**src/design/volt_range_pkg.sv**
```systemverilog
/*
 Shared constants, types and lookup functions for the voltage range,
 autorange and resolution controller.
 Assumes an analog front end that reports magnitudes as counts of the
 selected range's full scale.
*/
package volt_range_pkg;

   // Register port and sample magnitude widths
   localparam int ADDR_W = 8;
   localparam int DATA_W = 32;
   localparam int MAG_W  = 24;

   // Byte offsets of the registers
   localparam logic [7:0] OFS_CTRL         = 8'h00;
   localparam logic [7:0] OFS_DC_RANGE     = 8'h04;
   localparam logic [7:0] OFS_DC_AUTO      = 8'h08;
   localparam logic [7:0] OFS_AC_RANGE     = 8'h0c;
   localparam logic [7:0] OFS_AC_AUTO      = 8'h10;
   localparam logic [7:0] OFS_DC_RES       = 8'h14;
   localparam logic [7:0] OFS_DC_RANGE_MIN = 8'h18;
   localparam logic [7:0] OFS_DC_RANGE_MAX = 8'h1c;
   localparam logic [7:0] OFS_AC_RANGE_MIN = 8'h20;
   localparam logic [7:0] OFS_AC_RANGE_MAX = 8'h24;
   localparam logic [7:0] OFS_READING      = 8'h28;
   localparam logic [7:0] OFS_READ_STATE   = 8'h2c;
   localparam logic [7:0] OFS_IRQ_STATUS   = 8'h30;
   localparam logic [7:0] OFS_IRQ_MASK     = 8'h34;

   // Field positions in written words and in the reading word
   localparam int CTRL_FACTORY_BIT = 0;
   localparam int AUTO_BIT         = 0;
   localparam int CODE_LSB         = 0;
   localparam int CODE_W           = 3;
   localparam int KIND_LSB         = 4;
   localparam int READ_SIGN_BIT    = 24;
   localparam int READ_RANGE_LSB   = 28;

   // Range codes, one step per decade (20 mV is the odd first step)
   localparam logic [2:0] RANGE_20MV   = 3'h0;
   localparam logic [2:0] RANGE_100MV  = 3'h1;
   localparam logic [2:0] RANGE_1V     = 3'h2;
   localparam logic [2:0] RANGE_10V    = 3'h3;
   localparam logic [2:0] RANGE_100V   = 3'h4;
   localparam logic [2:0] RANGE_1000V  = 3'h5;
   localparam logic [2:0] DC_MIN_CODE  = RANGE_20MV;
   localparam logic [2:0] DC_MAX_CODE  = RANGE_1000V;
   localparam logic [2:0] AC_MIN_CODE  = RANGE_100MV;
   localparam logic [2:0] AC_MAX_CODE  = RANGE_1000V;

   // Factory reset values
   localparam logic [2:0] FACTORY_RANGE = RANGE_100MV;
   localparam logic       FACTORY_AUTO  = 1'b1;

   // Resolution steps, value is ten to the code in 0.1 uV
   localparam logic [2:0] RES_MIN_CODE = 3'h0;
   localparam logic [2:0] RES_MAX_CODE = 3'h6;
   localparam logic [2:0] FACTORY_RES  = RES_MIN_CODE;

   // Autorange thresholds in percent of full scale
   localparam int         DOWN_PCT          = 10;
   localparam int         UP_PCT            = 120;
   localparam logic [23:0] FULL_SCALE_COUNTS = 24'h0186a0;
   localparam logic [23:0] DOWN_COUNTS       = 24'(FULL_SCALE_COUNTS * DOWN_PCT / 100);
   localparam logic [23:0] UP_COUNTS         = 24'(FULL_SCALE_COUNTS * UP_PCT / 100);

   // Settling time after an autorange step
   localparam int SETTLE_CYCLES = 16;

   // Interrupt event positions
   localparam int IRQ_DC_CHANGE = 0;
   localparam int IRQ_AC_CHANGE = 1;
   localparam int IRQ_OVERLOAD  = 2;
   localparam int IRQ_SETTLED   = 3;
   localparam int IRQ_N         = 4;

   // How a written range or resolution is to be taken
   typedef enum logic [1:0] {KIND_VALUE, KIND_MIN, KIND_MAX, KIND_DEF} set_kind_t;

   // Reading sentinels: +9.9E+37, -9.9E+37 and +9.91E+37 on the host side
   typedef enum logic [1:0] {READ_NORMAL, READ_OVER_POS, READ_OVER_NEG, READ_RANGING} read_state_t;

   // Full scale of a range code in millivolts
   function automatic logic [31:0] range_fs_mv(input logic [2:0] code);
      case (code)
         RANGE_20MV:  range_fs_mv = 32'h00000014;
         RANGE_100MV: range_fs_mv = 32'h00000064;
         RANGE_1V:    range_fs_mv = 32'h000003e8;
         RANGE_10V:   range_fs_mv = 32'h00002710;
         RANGE_100V:  range_fs_mv = 32'h000186a0;
         default:     range_fs_mv = 32'h000f4240;
      endcase
   endfunction

   // Resolution step in units of 0.1 uV
   function automatic logic [31:0] res_step(input logic [2:0] code);
      case (code)
         3'h0:    res_step = 32'h00000001;
         3'h1:    res_step = 32'h0000000a;
         3'h2:    res_step = 32'h00000064;
         3'h3:    res_step = 32'h000003e8;
         3'h4:    res_step = 32'h00002710;
         3'h5:    res_step = 32'h000186a0;
         default: res_step = 32'h000f4240;
      endcase
   endfunction

endpackage

```
**src/design/event_irq.sv**
```systemverilog
/*
 Sticky event status with write-one-to-clear, a mask, and one level
 interrupt output.
 Assumes events are single-cycle pulses on ref_clk.
*/
`timescale 1ns/10ps
module event_irq
#(
   parameter int N = 4
)
(
   input  wire logic         ref_clk,
   input  wire logic         rst_n,
   input  wire logic [N-1:0] events,
   input  wire logic         clr_wr,
   input  wire logic [N-1:0] clr_data,
   input  wire logic         mask_wr,
   input  wire logic [N-1:0] mask_data,
   output logic      [N-1:0] status,
   output logic      [N-1:0] mask,
   output logic              irq
);

   genvar i;

   // One sticky bit per event; a new event beats a clear in the same cycle
   generate
      for (i = 0; i < N; i++)
      begin : g_bit
         always_ff @(posedge ref_clk or negedge rst_n)
         begin
            if (!rst_n)
               status[i] <= 1'b0;
            else if (events[i])
               status[i] <= 1'b1;
            else if (clr_wr && clr_data[i])
               status[i] <= 1'b0;
         end
      end
   endgenerate

   // Mask register, reset to all gated off
   always_ff @(posedge ref_clk or negedge rst_n)
   begin
      if (!rst_n)
         mask <= '0;
      else if (mask_wr)
         mask <= mask_data;
   end

   // Registered so the output comes from a flop; lags status by one cycle
   always_ff @(posedge ref_clk or negedge rst_n)
   begin
      if (!rst_n)
         irq <= 1'b0;
      else
         irq <= |(status & mask);
   end

endmodule // event_irq

```
**src/design/autorange_channel.sv**
```systemverilog
/*
 Range selection for one voltage function: manual setting, autorange
 stepping with down and up thresholds, and the settling window.
 Assumes magnitudes arrive as counts of the present range's full scale.
*/
`timescale 1ns/10ps
module autorange_channel
import volt_range_pkg::*;
#(
   parameter logic [2:0] MIN_CODE = DC_MIN_CODE,
   parameter logic [2:0] MAX_CODE = DC_MAX_CODE,
   parameter int         SETTLE   = SETTLE_CYCLES
)
(
   input  wire logic             ref_clk,
   input  wire logic             rst_n,
   input  wire logic             factory_rst,
   input  wire logic             set_range,
   input  wire logic [2:0]       set_code,
   input  wire logic             set_auto,
   input  wire logic             auto_val,
   input  wire logic             sample_valid,
   input  wire logic [MAG_W-1:0] sample_mag,
   output logic      [2:0]       range_code,
   output logic                  auto_en,
   output logic                  busy,
   output logic                  changed,
   output logic                  settled
);

   localparam int CNT_W = $clog2(SETTLE + 1);

   logic [CNT_W-1:0] settle_cnt;
   wire  logic       decide;
   wire  logic       step_down;
   wire  logic       step_up;
   wire  logic       settle_done;

   // Only settled readings drive a decision
   assign decide      = sample_valid && auto_en && !busy;
   assign step_down   = decide && (sample_mag < DOWN_COUNTS) && (range_code > MIN_CODE);
   assign step_up     = decide && (sample_mag > UP_COUNTS) && (range_code < MAX_CODE);
   assign settle_done = busy && (settle_cnt == CNT_W'(1));

   // Range and enable; factory reset first, then host writes, then steps
   always_ff @(posedge ref_clk or negedge rst_n)
   begin
      if (!rst_n)
      begin
         range_code <= FACTORY_RANGE;
         auto_en    <= FACTORY_AUTO;
      end
      else if (factory_rst)
      begin
         range_code <= FACTORY_RANGE;
         auto_en    <= FACTORY_AUTO;
      end
      else if (set_range)
      begin
         range_code <= set_code;
         auto_en    <= 1'b0;
      end
      else if (set_auto)
         auto_en <= auto_val;
      else if (step_down)
         range_code <= range_code - 3'h1;
      else if (step_up)
         range_code <= range_code + 3'h1;
   end

   // Settling window; a range write, a factory reset or an autorange-off write cancels it
   always_ff @(posedge ref_clk or negedge rst_n)
   begin
      if (!rst_n)
      begin
         busy       <= 1'b0;
         settle_cnt <= '0;
      end
      else if (factory_rst || set_range || (set_auto && !auto_val))
      begin
         busy       <= 1'b0;
         settle_cnt <= '0;
      end
      else if ((step_down || step_up) && !set_auto)
      begin
         busy       <= 1'b1;
         settle_cnt <= CNT_W'(SETTLE);
      end
      else if (busy)
      begin
         settle_cnt <= settle_cnt - CNT_W'(1);
         busy       <= !settle_done;
      end
   end

   // Event pulses for the interrupt logic
   always_ff @(posedge ref_clk or negedge rst_n)
   begin
      if (!rst_n)
      begin
         changed <= 1'b0;
         settled <= 1'b0;
      end
      else
      begin
         changed <= !factory_rst && !set_range && !set_auto && (step_down || step_up);
         settled <= settle_done && !factory_rst && !set_range && !(set_auto && !auto_val);
      end
   end

endmodule // autorange_channel

```
**src/design/volt_range_ctrl.sv**
```systemverilog
/*
 Range, autorange and DC resolution control for the DC and AC voltage
 functions, with reading status and a register port.
 Assumes a command parser turns text commands into register accesses and
 the front end delivers samples on ref_clk.
*/
// Overview of operation
// - DC accepts 20 mV up to 1000 V; default request turns autorange on.
// - AC accepts 100 mV up to 1000 V; default request turns autorange on.
// - Range read gives present full scale; min/max registers give the limits.
// - Writing a discrete range clears that function's autorange enable.
// - Manual range exceeded gives positive or negative overload reading state.
// - Reading during an autorange step reports ranging; host retries later.
// - Factory reset puts each function at 100 mV with autorange on.
// - Autorange enable is written and read back as 0 or 1.
// - With autorange on, each sample outside the settling window picks the range from the signal.
// - Step down when magnitude is below 10 percent of full scale.
// - Step up when magnitude is above 120 percent of full scale.
// - Min keyword selects the 0.1 uV finest step, max the coarsest.
// - Factory reset sets DC resolution to its finest setting.
`timescale 1ns/10ps
module volt_range_ctrl
import volt_range_pkg::*;
#(
   parameter int SETTLE = SETTLE_CYCLES
)
(
   input  wire logic              ref_clk,
   input  wire logic              rst_n,
   input  wire logic [ADDR_W-1:0] addr,
   input  wire logic [DATA_W-1:0] wdata,
   input  wire logic              wr,
   input  wire logic              rd,
   output logic      [DATA_W-1:0] rdata,

   input  wire logic              meas_ac,
   input  wire logic              sample_valid,
   input  wire logic [MAG_W-1:0]  sample_mag,
   input  wire logic              sample_neg,

   output logic      [2:0]        dc_range,
   output logic      [2:0]        ac_range,
   output logic      [2:0]        dc_res,
   output logic                   overload_display_marker,
   output logic                   irq
);

   // Internal nets
   wire  logic [2:0]       wr_code;
   wire  set_kind_t        wr_kind;
   wire  logic             wr_ctrl;
   wire  logic             factory_rst;

   wire  logic             wr_dc_range;
   wire  logic             wr_ac_range;
   wire  logic             wr_dc_auto;
   wire  logic             wr_ac_auto;
   wire  logic             wr_dc_res;
   wire  logic             wr_irq_status;
   wire  logic             wr_irq_mask;

   wire  logic [2:0]       dc_pick;
   wire  logic [2:0]       ac_pick;
   wire  logic             dc_value_ok;
   wire  logic             ac_value_ok;
   wire  logic             dc_set;
   wire  logic             ac_set;
   wire  logic             dc_def;
   wire  logic             ac_def;

   wire  logic [2:0]       res_pick;
   wire  logic             res_ok;

   wire  logic             dc_sample;
   wire  logic             ac_sample;

   wire  logic [2:0]       dc_code;
   wire  logic [2:0]       ac_code;
   wire  logic             dc_auto;
   wire  logic             ac_auto;
   wire  logic             dc_busy;
   wire  logic             ac_busy;
   wire  logic             dc_changed;
   wire  logic             ac_changed;
   wire  logic             dc_settled;
   wire  logic             ac_settled;

   wire  logic [2:0]       act_code;
   wire  logic             act_auto;
   wire  logic             act_busy;
   wire  logic [2:0]       act_max;

   wire  logic             over_fs;
   wire  logic             overload;

   wire  logic [IRQ_N-1:0] events;
   wire  logic [IRQ_N-1:0] irq_status;
   wire  logic [IRQ_N-1:0] irq_mask;

   wire  read_state_t      read_view;
   wire  logic [DATA_W-1:0] next_rdata;

   // Stored state
   logic [MAG_W-1:0]       last_mag;
   logic                   last_neg;
   logic [2:0]             last_range;
   read_state_t            read_state;
   logic [2:0]             res_code;

   // Write decode and field extraction
   assign wr_code       = wdata[CODE_LSB +: CODE_W];
   assign wr_kind       = set_kind_t'(wdata[KIND_LSB +: 2]);
   assign wr_ctrl       = wr && (addr == OFS_CTRL);
   assign factory_rst   = wr_ctrl && wdata[CTRL_FACTORY_BIT];
   assign wr_dc_range   = wr && (addr == OFS_DC_RANGE);
   assign wr_ac_range   = wr && (addr == OFS_AC_RANGE);
   assign wr_dc_auto    = wr && (addr == OFS_DC_AUTO);
   assign wr_ac_auto    = wr && (addr == OFS_AC_AUTO);
   assign wr_dc_res     = wr && (addr == OFS_DC_RES);
   assign wr_irq_status = wr && (addr == OFS_IRQ_STATUS);
   assign wr_irq_mask   = wr && (addr == OFS_IRQ_MASK);

   // Range writes: a value outside the allowed set is dropped silently
   assign dc_value_ok = (wr_code >= DC_MIN_CODE) && (wr_code <= DC_MAX_CODE);
   assign ac_value_ok = (wr_code >= AC_MIN_CODE) && (wr_code <= AC_MAX_CODE);
   assign dc_pick     = (wr_kind == KIND_MIN) ? DC_MIN_CODE :
                        (wr_kind == KIND_MAX) ? DC_MAX_CODE : wr_code;
   assign ac_pick     = (wr_kind == KIND_MIN) ? AC_MIN_CODE :
                        (wr_kind == KIND_MAX) ? AC_MAX_CODE : wr_code;
   assign dc_set      = wr_dc_range && (wr_kind != KIND_DEF) &&
                        ((wr_kind != KIND_VALUE) || dc_value_ok);
   assign ac_set      = wr_ac_range && (wr_kind != KIND_DEF) &&
                        ((wr_kind != KIND_VALUE) || ac_value_ok);
   // Default request means autorange, with the range left where it is
   assign dc_def      = wr_dc_range && (wr_kind == KIND_DEF);
   assign ac_def      = wr_ac_range && (wr_kind == KIND_DEF);

   // Resolution: keywords map to finest and coarsest step; default is finest
   assign res_pick = (wr_kind == KIND_MAX) ? RES_MAX_CODE :
                     (wr_kind == KIND_VALUE) ? wr_code : RES_MIN_CODE;
   assign res_ok   = (wr_kind != KIND_VALUE) || (wr_code <= RES_MAX_CODE);

   // Samples go only to the function that is measuring
   assign dc_sample = sample_valid && !meas_ac;
   assign ac_sample = sample_valid && meas_ac;

   autorange_channel #(
      .MIN_CODE (DC_MIN_CODE),
      .MAX_CODE (DC_MAX_CODE),
      .SETTLE   (SETTLE)
   ) u_dc (
      .ref_clk      (ref_clk),
      .rst_n        (rst_n),
      .factory_rst  (factory_rst),
      .set_range    (dc_set),
      .set_code     (dc_pick),
      .set_auto     (wr_dc_auto || dc_def),
      .auto_val     (dc_def || wdata[AUTO_BIT]),
      .sample_valid (dc_sample),
      .sample_mag   (sample_mag),
      .range_code   (dc_code),
      .auto_en      (dc_auto),
      .busy         (dc_busy),
      .changed      (dc_changed),
      .settled      (dc_settled)
   );

   autorange_channel #(
      .MIN_CODE (AC_MIN_CODE),
      .MAX_CODE (AC_MAX_CODE),
      .SETTLE   (SETTLE)
   ) u_ac (
      .ref_clk      (ref_clk),
      .rst_n        (rst_n),
      .factory_rst  (factory_rst),
      .set_range    (ac_set),
      .set_code     (ac_pick),
      .set_auto     (wr_ac_auto || ac_def),
      .auto_val     (ac_def || wdata[AUTO_BIT]),
      .sample_valid (ac_sample),
      .sample_mag   (sample_mag),
      .range_code   (ac_code),
      .auto_en      (ac_auto),
      .busy         (ac_busy),
      .changed      (ac_changed),
      .settled      (ac_settled)
   );

   // Active function view for overload and reading status
   assign act_code = meas_ac ? ac_code : dc_code;
   assign act_auto = meas_ac ? ac_auto : dc_auto;
   assign act_busy = meas_ac ? ac_busy : dc_busy;
   assign act_max  = meas_ac ? AC_MAX_CODE : DC_MAX_CODE;
   assign over_fs  = sample_mag > FULL_SCALE_COUNTS;
   // Autorange at the top range has nowhere to go, so it overloads too
   assign overload = sample_valid && over_fs &&
                     (!act_auto || (act_code == act_max));

   // Ranging overrides the stored state while a step settles
   assign read_view = act_busy ? READ_RANGING : read_state;

   // Last reading and its overload state
   always_ff @(posedge ref_clk or negedge rst_n)
   begin
      if (!rst_n)
      begin
         last_mag   <= '0;
         last_neg   <= 1'b0;
         last_range <= FACTORY_RANGE;
         read_state <= READ_NORMAL;
      end
      else if (sample_valid)
      begin
         last_mag   <= sample_mag;
         last_neg   <= sample_neg;
         last_range <= act_code;
         read_state <= !overload ? READ_NORMAL :
                       sample_neg ? READ_OVER_NEG : READ_OVER_POS;
      end
   end

   // DC resolution setting
   always_ff @(posedge ref_clk or negedge rst_n)
   begin
      if (!rst_n)
         res_code <= FACTORY_RES;
      else if (factory_rst)
         res_code <= FACTORY_RES;
      else if (wr_dc_res && res_ok)
         res_code <= res_pick;
   end

   // Events for the interrupt block
   assign events[IRQ_DC_CHANGE] = dc_changed;
   assign events[IRQ_AC_CHANGE] = ac_changed;
   assign events[IRQ_OVERLOAD]  = overload;
   assign events[IRQ_SETTLED]   = dc_settled || ac_settled;

   event_irq #(
      .N (IRQ_N)
   ) u_irq (
      .ref_clk   (ref_clk),
      .rst_n     (rst_n),
      .events    (events),
      .clr_wr    (wr_irq_status),
      .clr_data  (wdata[IRQ_N-1:0]),
      .mask_wr   (wr_irq_mask),
      .mask_data (wdata[IRQ_N-1:0]),
      .status    (irq_status),
      .mask      (irq_mask),
      .irq       (irq)
   );

   // Read selection; unmapped offsets read zero
   assign next_rdata =
      !rd                         ? '0 :
      (addr == OFS_DC_RANGE)      ? range_fs_mv(dc_code) :
      (addr == OFS_AC_RANGE)      ? range_fs_mv(ac_code) :
      (addr == OFS_DC_AUTO)       ? {31'h0, dc_auto} :
      (addr == OFS_AC_AUTO)       ? {31'h0, ac_auto} :
      (addr == OFS_DC_RES)        ? res_step(res_code) :
      (addr == OFS_DC_RANGE_MIN)  ? range_fs_mv(DC_MIN_CODE) :
      (addr == OFS_DC_RANGE_MAX)  ? range_fs_mv(DC_MAX_CODE) :
      (addr == OFS_AC_RANGE_MIN)  ? range_fs_mv(AC_MIN_CODE) :
      (addr == OFS_AC_RANGE_MAX)  ? range_fs_mv(AC_MAX_CODE) :
      (addr == OFS_READING)       ? {1'b0, last_range, 3'h0, last_neg, last_mag} :
      (addr == OFS_READ_STATE)    ? {30'h0, read_view} :
      (addr == OFS_IRQ_STATUS)    ? {{(DATA_W-IRQ_N){1'b0}}, irq_status} :
      (addr == OFS_IRQ_MASK)      ? {{(DATA_W-IRQ_N){1'b0}}, irq_mask} :
      '0;

   // Read data valid only in the cycle after the strobe
   always_ff @(posedge ref_clk or negedge rst_n)
   begin
      if (!rst_n)
         rdata <= '0;
      else
         rdata <= next_rdata;
   end

   // Front-end outputs, registered copies of the selected settings and of the overload state
   always_ff @(posedge ref_clk or negedge rst_n)
   begin
      if (!rst_n)
      begin
         dc_range                <= FACTORY_RANGE;
         ac_range                <= FACTORY_RANGE;
         dc_res                  <= FACTORY_RES;
         overload_display_marker <= 1'b0;
      end
      else
      begin
         dc_range                <= dc_code;
         ac_range                <= ac_code;
         dc_res                  <= res_code;
         overload_display_marker <= (read_state == READ_OVER_POS) || (read_state == READ_OVER_NEG);
      end
   end

endmodule // volt_range_ctrl

```
**config.mk**
```make
export PLATFORM = sky130hd
export DESIGN_NAME = volt_range_ctrl
export DESIGN_NICKNAME = d
export VERILOG_FILES = /design/src/design/volt_range_pkg.sv /design/src/design/event_irq.sv /design/src/design/autorange_channel.sv /design/src/design/volt_range_ctrl.sv
export SDC_FILE = /design/constraint.sdc
export NUM_CORES = 1
export LEC_CHECK = 0
export ABC_CLOCK_PERIOD_IN_PS = 4500
export BUFFER_PORTS_ARGS = -buffer_cell sky130_fd_sc_hd__buf_2
export CAP_MARGIN = 20
export CORE_MARGIN = 5
export CORE_UTILIZATION = 45
export DETAILED_ROUTE_END_ITERATION = 16
export PLACE_DENSITY = 0.67
export SYNTH_ARGS = -nofsm -noshare
export SYNTH_HDL_FRONTEND = slang
export SYNTH_SLANG_ARGS = --single-unit
```
**constraint.sdc**
```tcl
create_clock -name ref_clk -period 4.5 [get_ports ref_clk]
set_clock_uncertainty 0.1 [all_clocks]
set_input_delay 0.45 -clock ref_clk [delete_from_list [all_inputs] [get_ports ref_clk]]
set_output_delay 0.45 -clock ref_clk [all_outputs]
set_load 0.02 [all_outputs]
```
==> out/qor.txt <==
CTS Buf Count = 9
first-pass GRT wire length = 25,700 microns
Adder-Cell Fraction of Synth Area = 0.0431
Post-Synthesis Cells = 569
count of pins over their slew limit = 0
TritonCTS clock tree = yes
VDD IR-drop max = 0.000273 V
I/O pins = 114
DRT iter0 DRCs = 461
met1 WL = 7300 microns
post-synthesis mux area share = 0.0747
EDFF count, synth = 0
Top FF cell, synth = dfrtp_1
drt via density = 5.88
Synth Area in Compound Gates = 0.170
final WL = 16,300 microns
setup TNS = 0 ps
largest family of logic cells by synthesized area = simple AND/OR/NAND/NOR gates
CTS resizes = 0
Max FO, Critical Path = 7
Final Instance Area = 6550 sq um
sequential fraction of the synthesis area = 0.459
r2r setup slk = 1510 ps
FFs w/ async S/R, synth = 1.00
Arrival @ worst endpoint = 3170 ps
Cell variety after synth = 75
pin count of the biggest net entering global routing = 58
Crit Path Category = reg2reg
status = finished clean
Max Fclk = 0.334 GHz
RSZ-0062 raised after global routing = no
top layer in use = met4
Sink Count = 104
NumNets Final = 730
port bufs = 83
Synth Area in Simple Gates = 0.194
layout cells sized above 1 = 0.248
placed inst area = 6230 sq um
via count = 4,808
Tmin final = 2990 ps
Post-Synth XOR/XNOR Area = 0.0200
WL met3 = 1010 microns
crit start category = flop
buffer count from post-CTS setup fixing = 0
# hold bufs at CTS = 0
maxcap violations = 0
met2 wire length = 7460 microns
worst slew pin tran = 1010 ps
Synth warnings = 0
most numerous cell in the Yosys netlist = dfrtp_1
Slew Limit Headroom = 0.321
Yosys top cell area share = 0.426
crit end category = flop
Hold Fails Final Rpt = 0
area delta synth->final = 15.0%
worst r2r dst = rdata[14]
post-synth top area cell = dfrtp_1
Antenna Cells = 0
Routed wire per std cell = 19.9 microns
gpl congestion = 0.902
syn_area_per_cell = 10.0 sq um
Starting Density = 0.455
root buf cell = clkbuf_16
clk buf depth = 2
Total GRT Usage = 0.223
Die H = 122 microns
H-tree Lvls = 3
fillers = 1,206
gr ovfl total = 0
antenna violations before repair = 0
worst skew pair latency = 350 ps
Register-to-Register Path Depth = 8
Leakage = 0.00294 uW
CORE AREA = 12,500 sq um
dpl cells = 802
pwr dens = 436 nW/um^2
Yosys reg bits = 104
row count = 41
Tcrit/Tclk final = 0.665
Setup violations, final = 0
vias in the first global route = 4,814
drc violations = 0
DRT Pass-1 Iters = 6
Reg-to-Reg Start = u_ac.range_code[0]
DP Wirelength = 12,200 microns
Mapped Area = 5690 sq um
Finished Layout Cells = 818
required time worst endpoint = 4670 ps
Worst Hold Class = in2async
Area contributors post-synth = dfrtp_1, mux2_2, ha_1
Post-DRT Antenna Nets = 0
Clock Pin Slew Worst Setup and Hold Paths = 70 ps
Post-synth top cells = dfrtp_1, nand2_1, a21oi_1
Chip Width = 122 microns
die area = 15,000 sq um
[final cells by class]
class | count | area (sq um) | share of cell area
clock inverters | 5 | 62.6 | 0.00956
inverters | 20 | 75.1 | 0.0115
flip-flops and latches | 104 | 2610 | 0.399
repair buffers | 88 | 455 | 0.0696
well taps | 172 | 215 | 0.0329
multi-input cells | 418 | 2870 | 0.439
clock buffers | 11 | 253 | 0.0386
[cells by family after synthesis]
family                     after synthesis
DFF                                    104
xor gates and xnor gates                13
other                                    1
AOI/OAI and AO/OA                      150
muxes                                   39
and+or+nand+nor                        192
buffers and inverters                   50
adders and majority gates               20
[where the power goes]
| part | total [uW] | leakage, uW | switching (uW) | internal [uW] |
|---|---|---|---|---|
| registers | 1320 | 0.00130 | 203 | 1110 |
| logic | 716 | 0.00148 | 417 | 299 |
| clock network | 823 | 0.000154 | 356 | 467 |
[registers in the layout, indices dropped and copies added, names as in the netlist, 2 cells and up]
signal and flops:
u_irq.status 4, dc_range 3, u_irq.mask 4, ac_range 3
last_range 3, res_code 3, last_mag 24, u_dc.range_code 3
read_state 2, dc_res 3, u_ac.range_code 3, rdata 28
u_ac.settle_cnt 5, u_dc.settle_cnt 5
[critical path: stages (launching register included)]
cell and delay, ps:
dfstp_2 620, inv_1 120, ha_1 270, ha_1 250, o21bai_1 220, o31ai_1 530, nand4_1 390, a21o_1 260
a21oi_1 150
[cell usage in the layout (no fill, tap or decap), drive strengths merged, types with 3 or more instances in the layout]
| cell type | synthesis | final |
|---|---|---|
| a211oi | 3 | 3 |
| a21o | 8 | 8 |
| a21oi | 40 | 40 |
| a22oi | 10 | 10 |
| a31oi | 6 | 6 |
| a32oi | 3 | 3 |
| and2 | 16 | 16 |
| and3 | 5 | 5 |
| buf | 17 | 88 |
| clkbuf | 13 | 11 |
| conb | 1 | 4 |
| dfrtp | 97 | 97 |
| dfstp | 7 | 7 |
| ha | 18 | 18 |
| inv | 20 | 22 |
| mux2 | 28 | 28 |
| mux2i | 11 | 11 |
| nand2 | 50 | 50 |
| nand2b | 4 | 4 |
| nand3 | 13 | 13 |
| nand3b | 4 | 4 |
| nand4 | 5 | 5 |
| nand4bb | 3 | 3 |
| nor2 | 41 | 41 |
| nor3 | 13 | 13 |
| nor4 | 9 | 9 |
| nor4b | 7 | 7 |
| o211ai | 4 | 4 |
| o21ai | 39 | 39 |
| o22ai | 8 | 8 |
| o31ai | 3 | 3 |
| o41ai | 3 | 3 |
| or3 | 7 | 7 |
| xnor2 | 8 | 8 |
| xor2 | 5 | 5 |
[how the worst max path moves through the flow]
stage | start | endpoint | slack [ps]
3_3_place_gp | u_ac.range_code[0] | rdata[17] | 1620
3_5_place_dp | u_ac.range_code[0] | rdata[17] | 1590
6_report | u_ac.range_code[0] | rdata[14] | 1510
2_1_floorplan | u_dc.range_code[0] | u_dc.range_code[1] | 2160
5_1_grt | u_ac.range_code[1] | rdata[14] | 1360
4_1_cts | u_ac.range_code[0] | rdata[17] | 1550
[through the flow]
stage	utilization	power, uW	setup WS [ps]	hold slack [ps]
final	0.523	2860	1510	69.3
after global routing	0.523	3020	1360	131
after CTS	0.523	2870	1550	84.8
after detailed placement	0.498	2030	1590	319
after global placement	0.498	2010	1620	309
after floorplan	-	1760	2160	54.4
[routing by layer]
layer | vias up | GRT usage
met4 | 0 | 0.0945
met2 | 197 | 0.344
met3 | 34 | 0.0369
met1 | 2366 | 0.312
met5 | - | 0
li1 | 2211 | -
No activity file was read; power rests on OpenSTA's default activity.
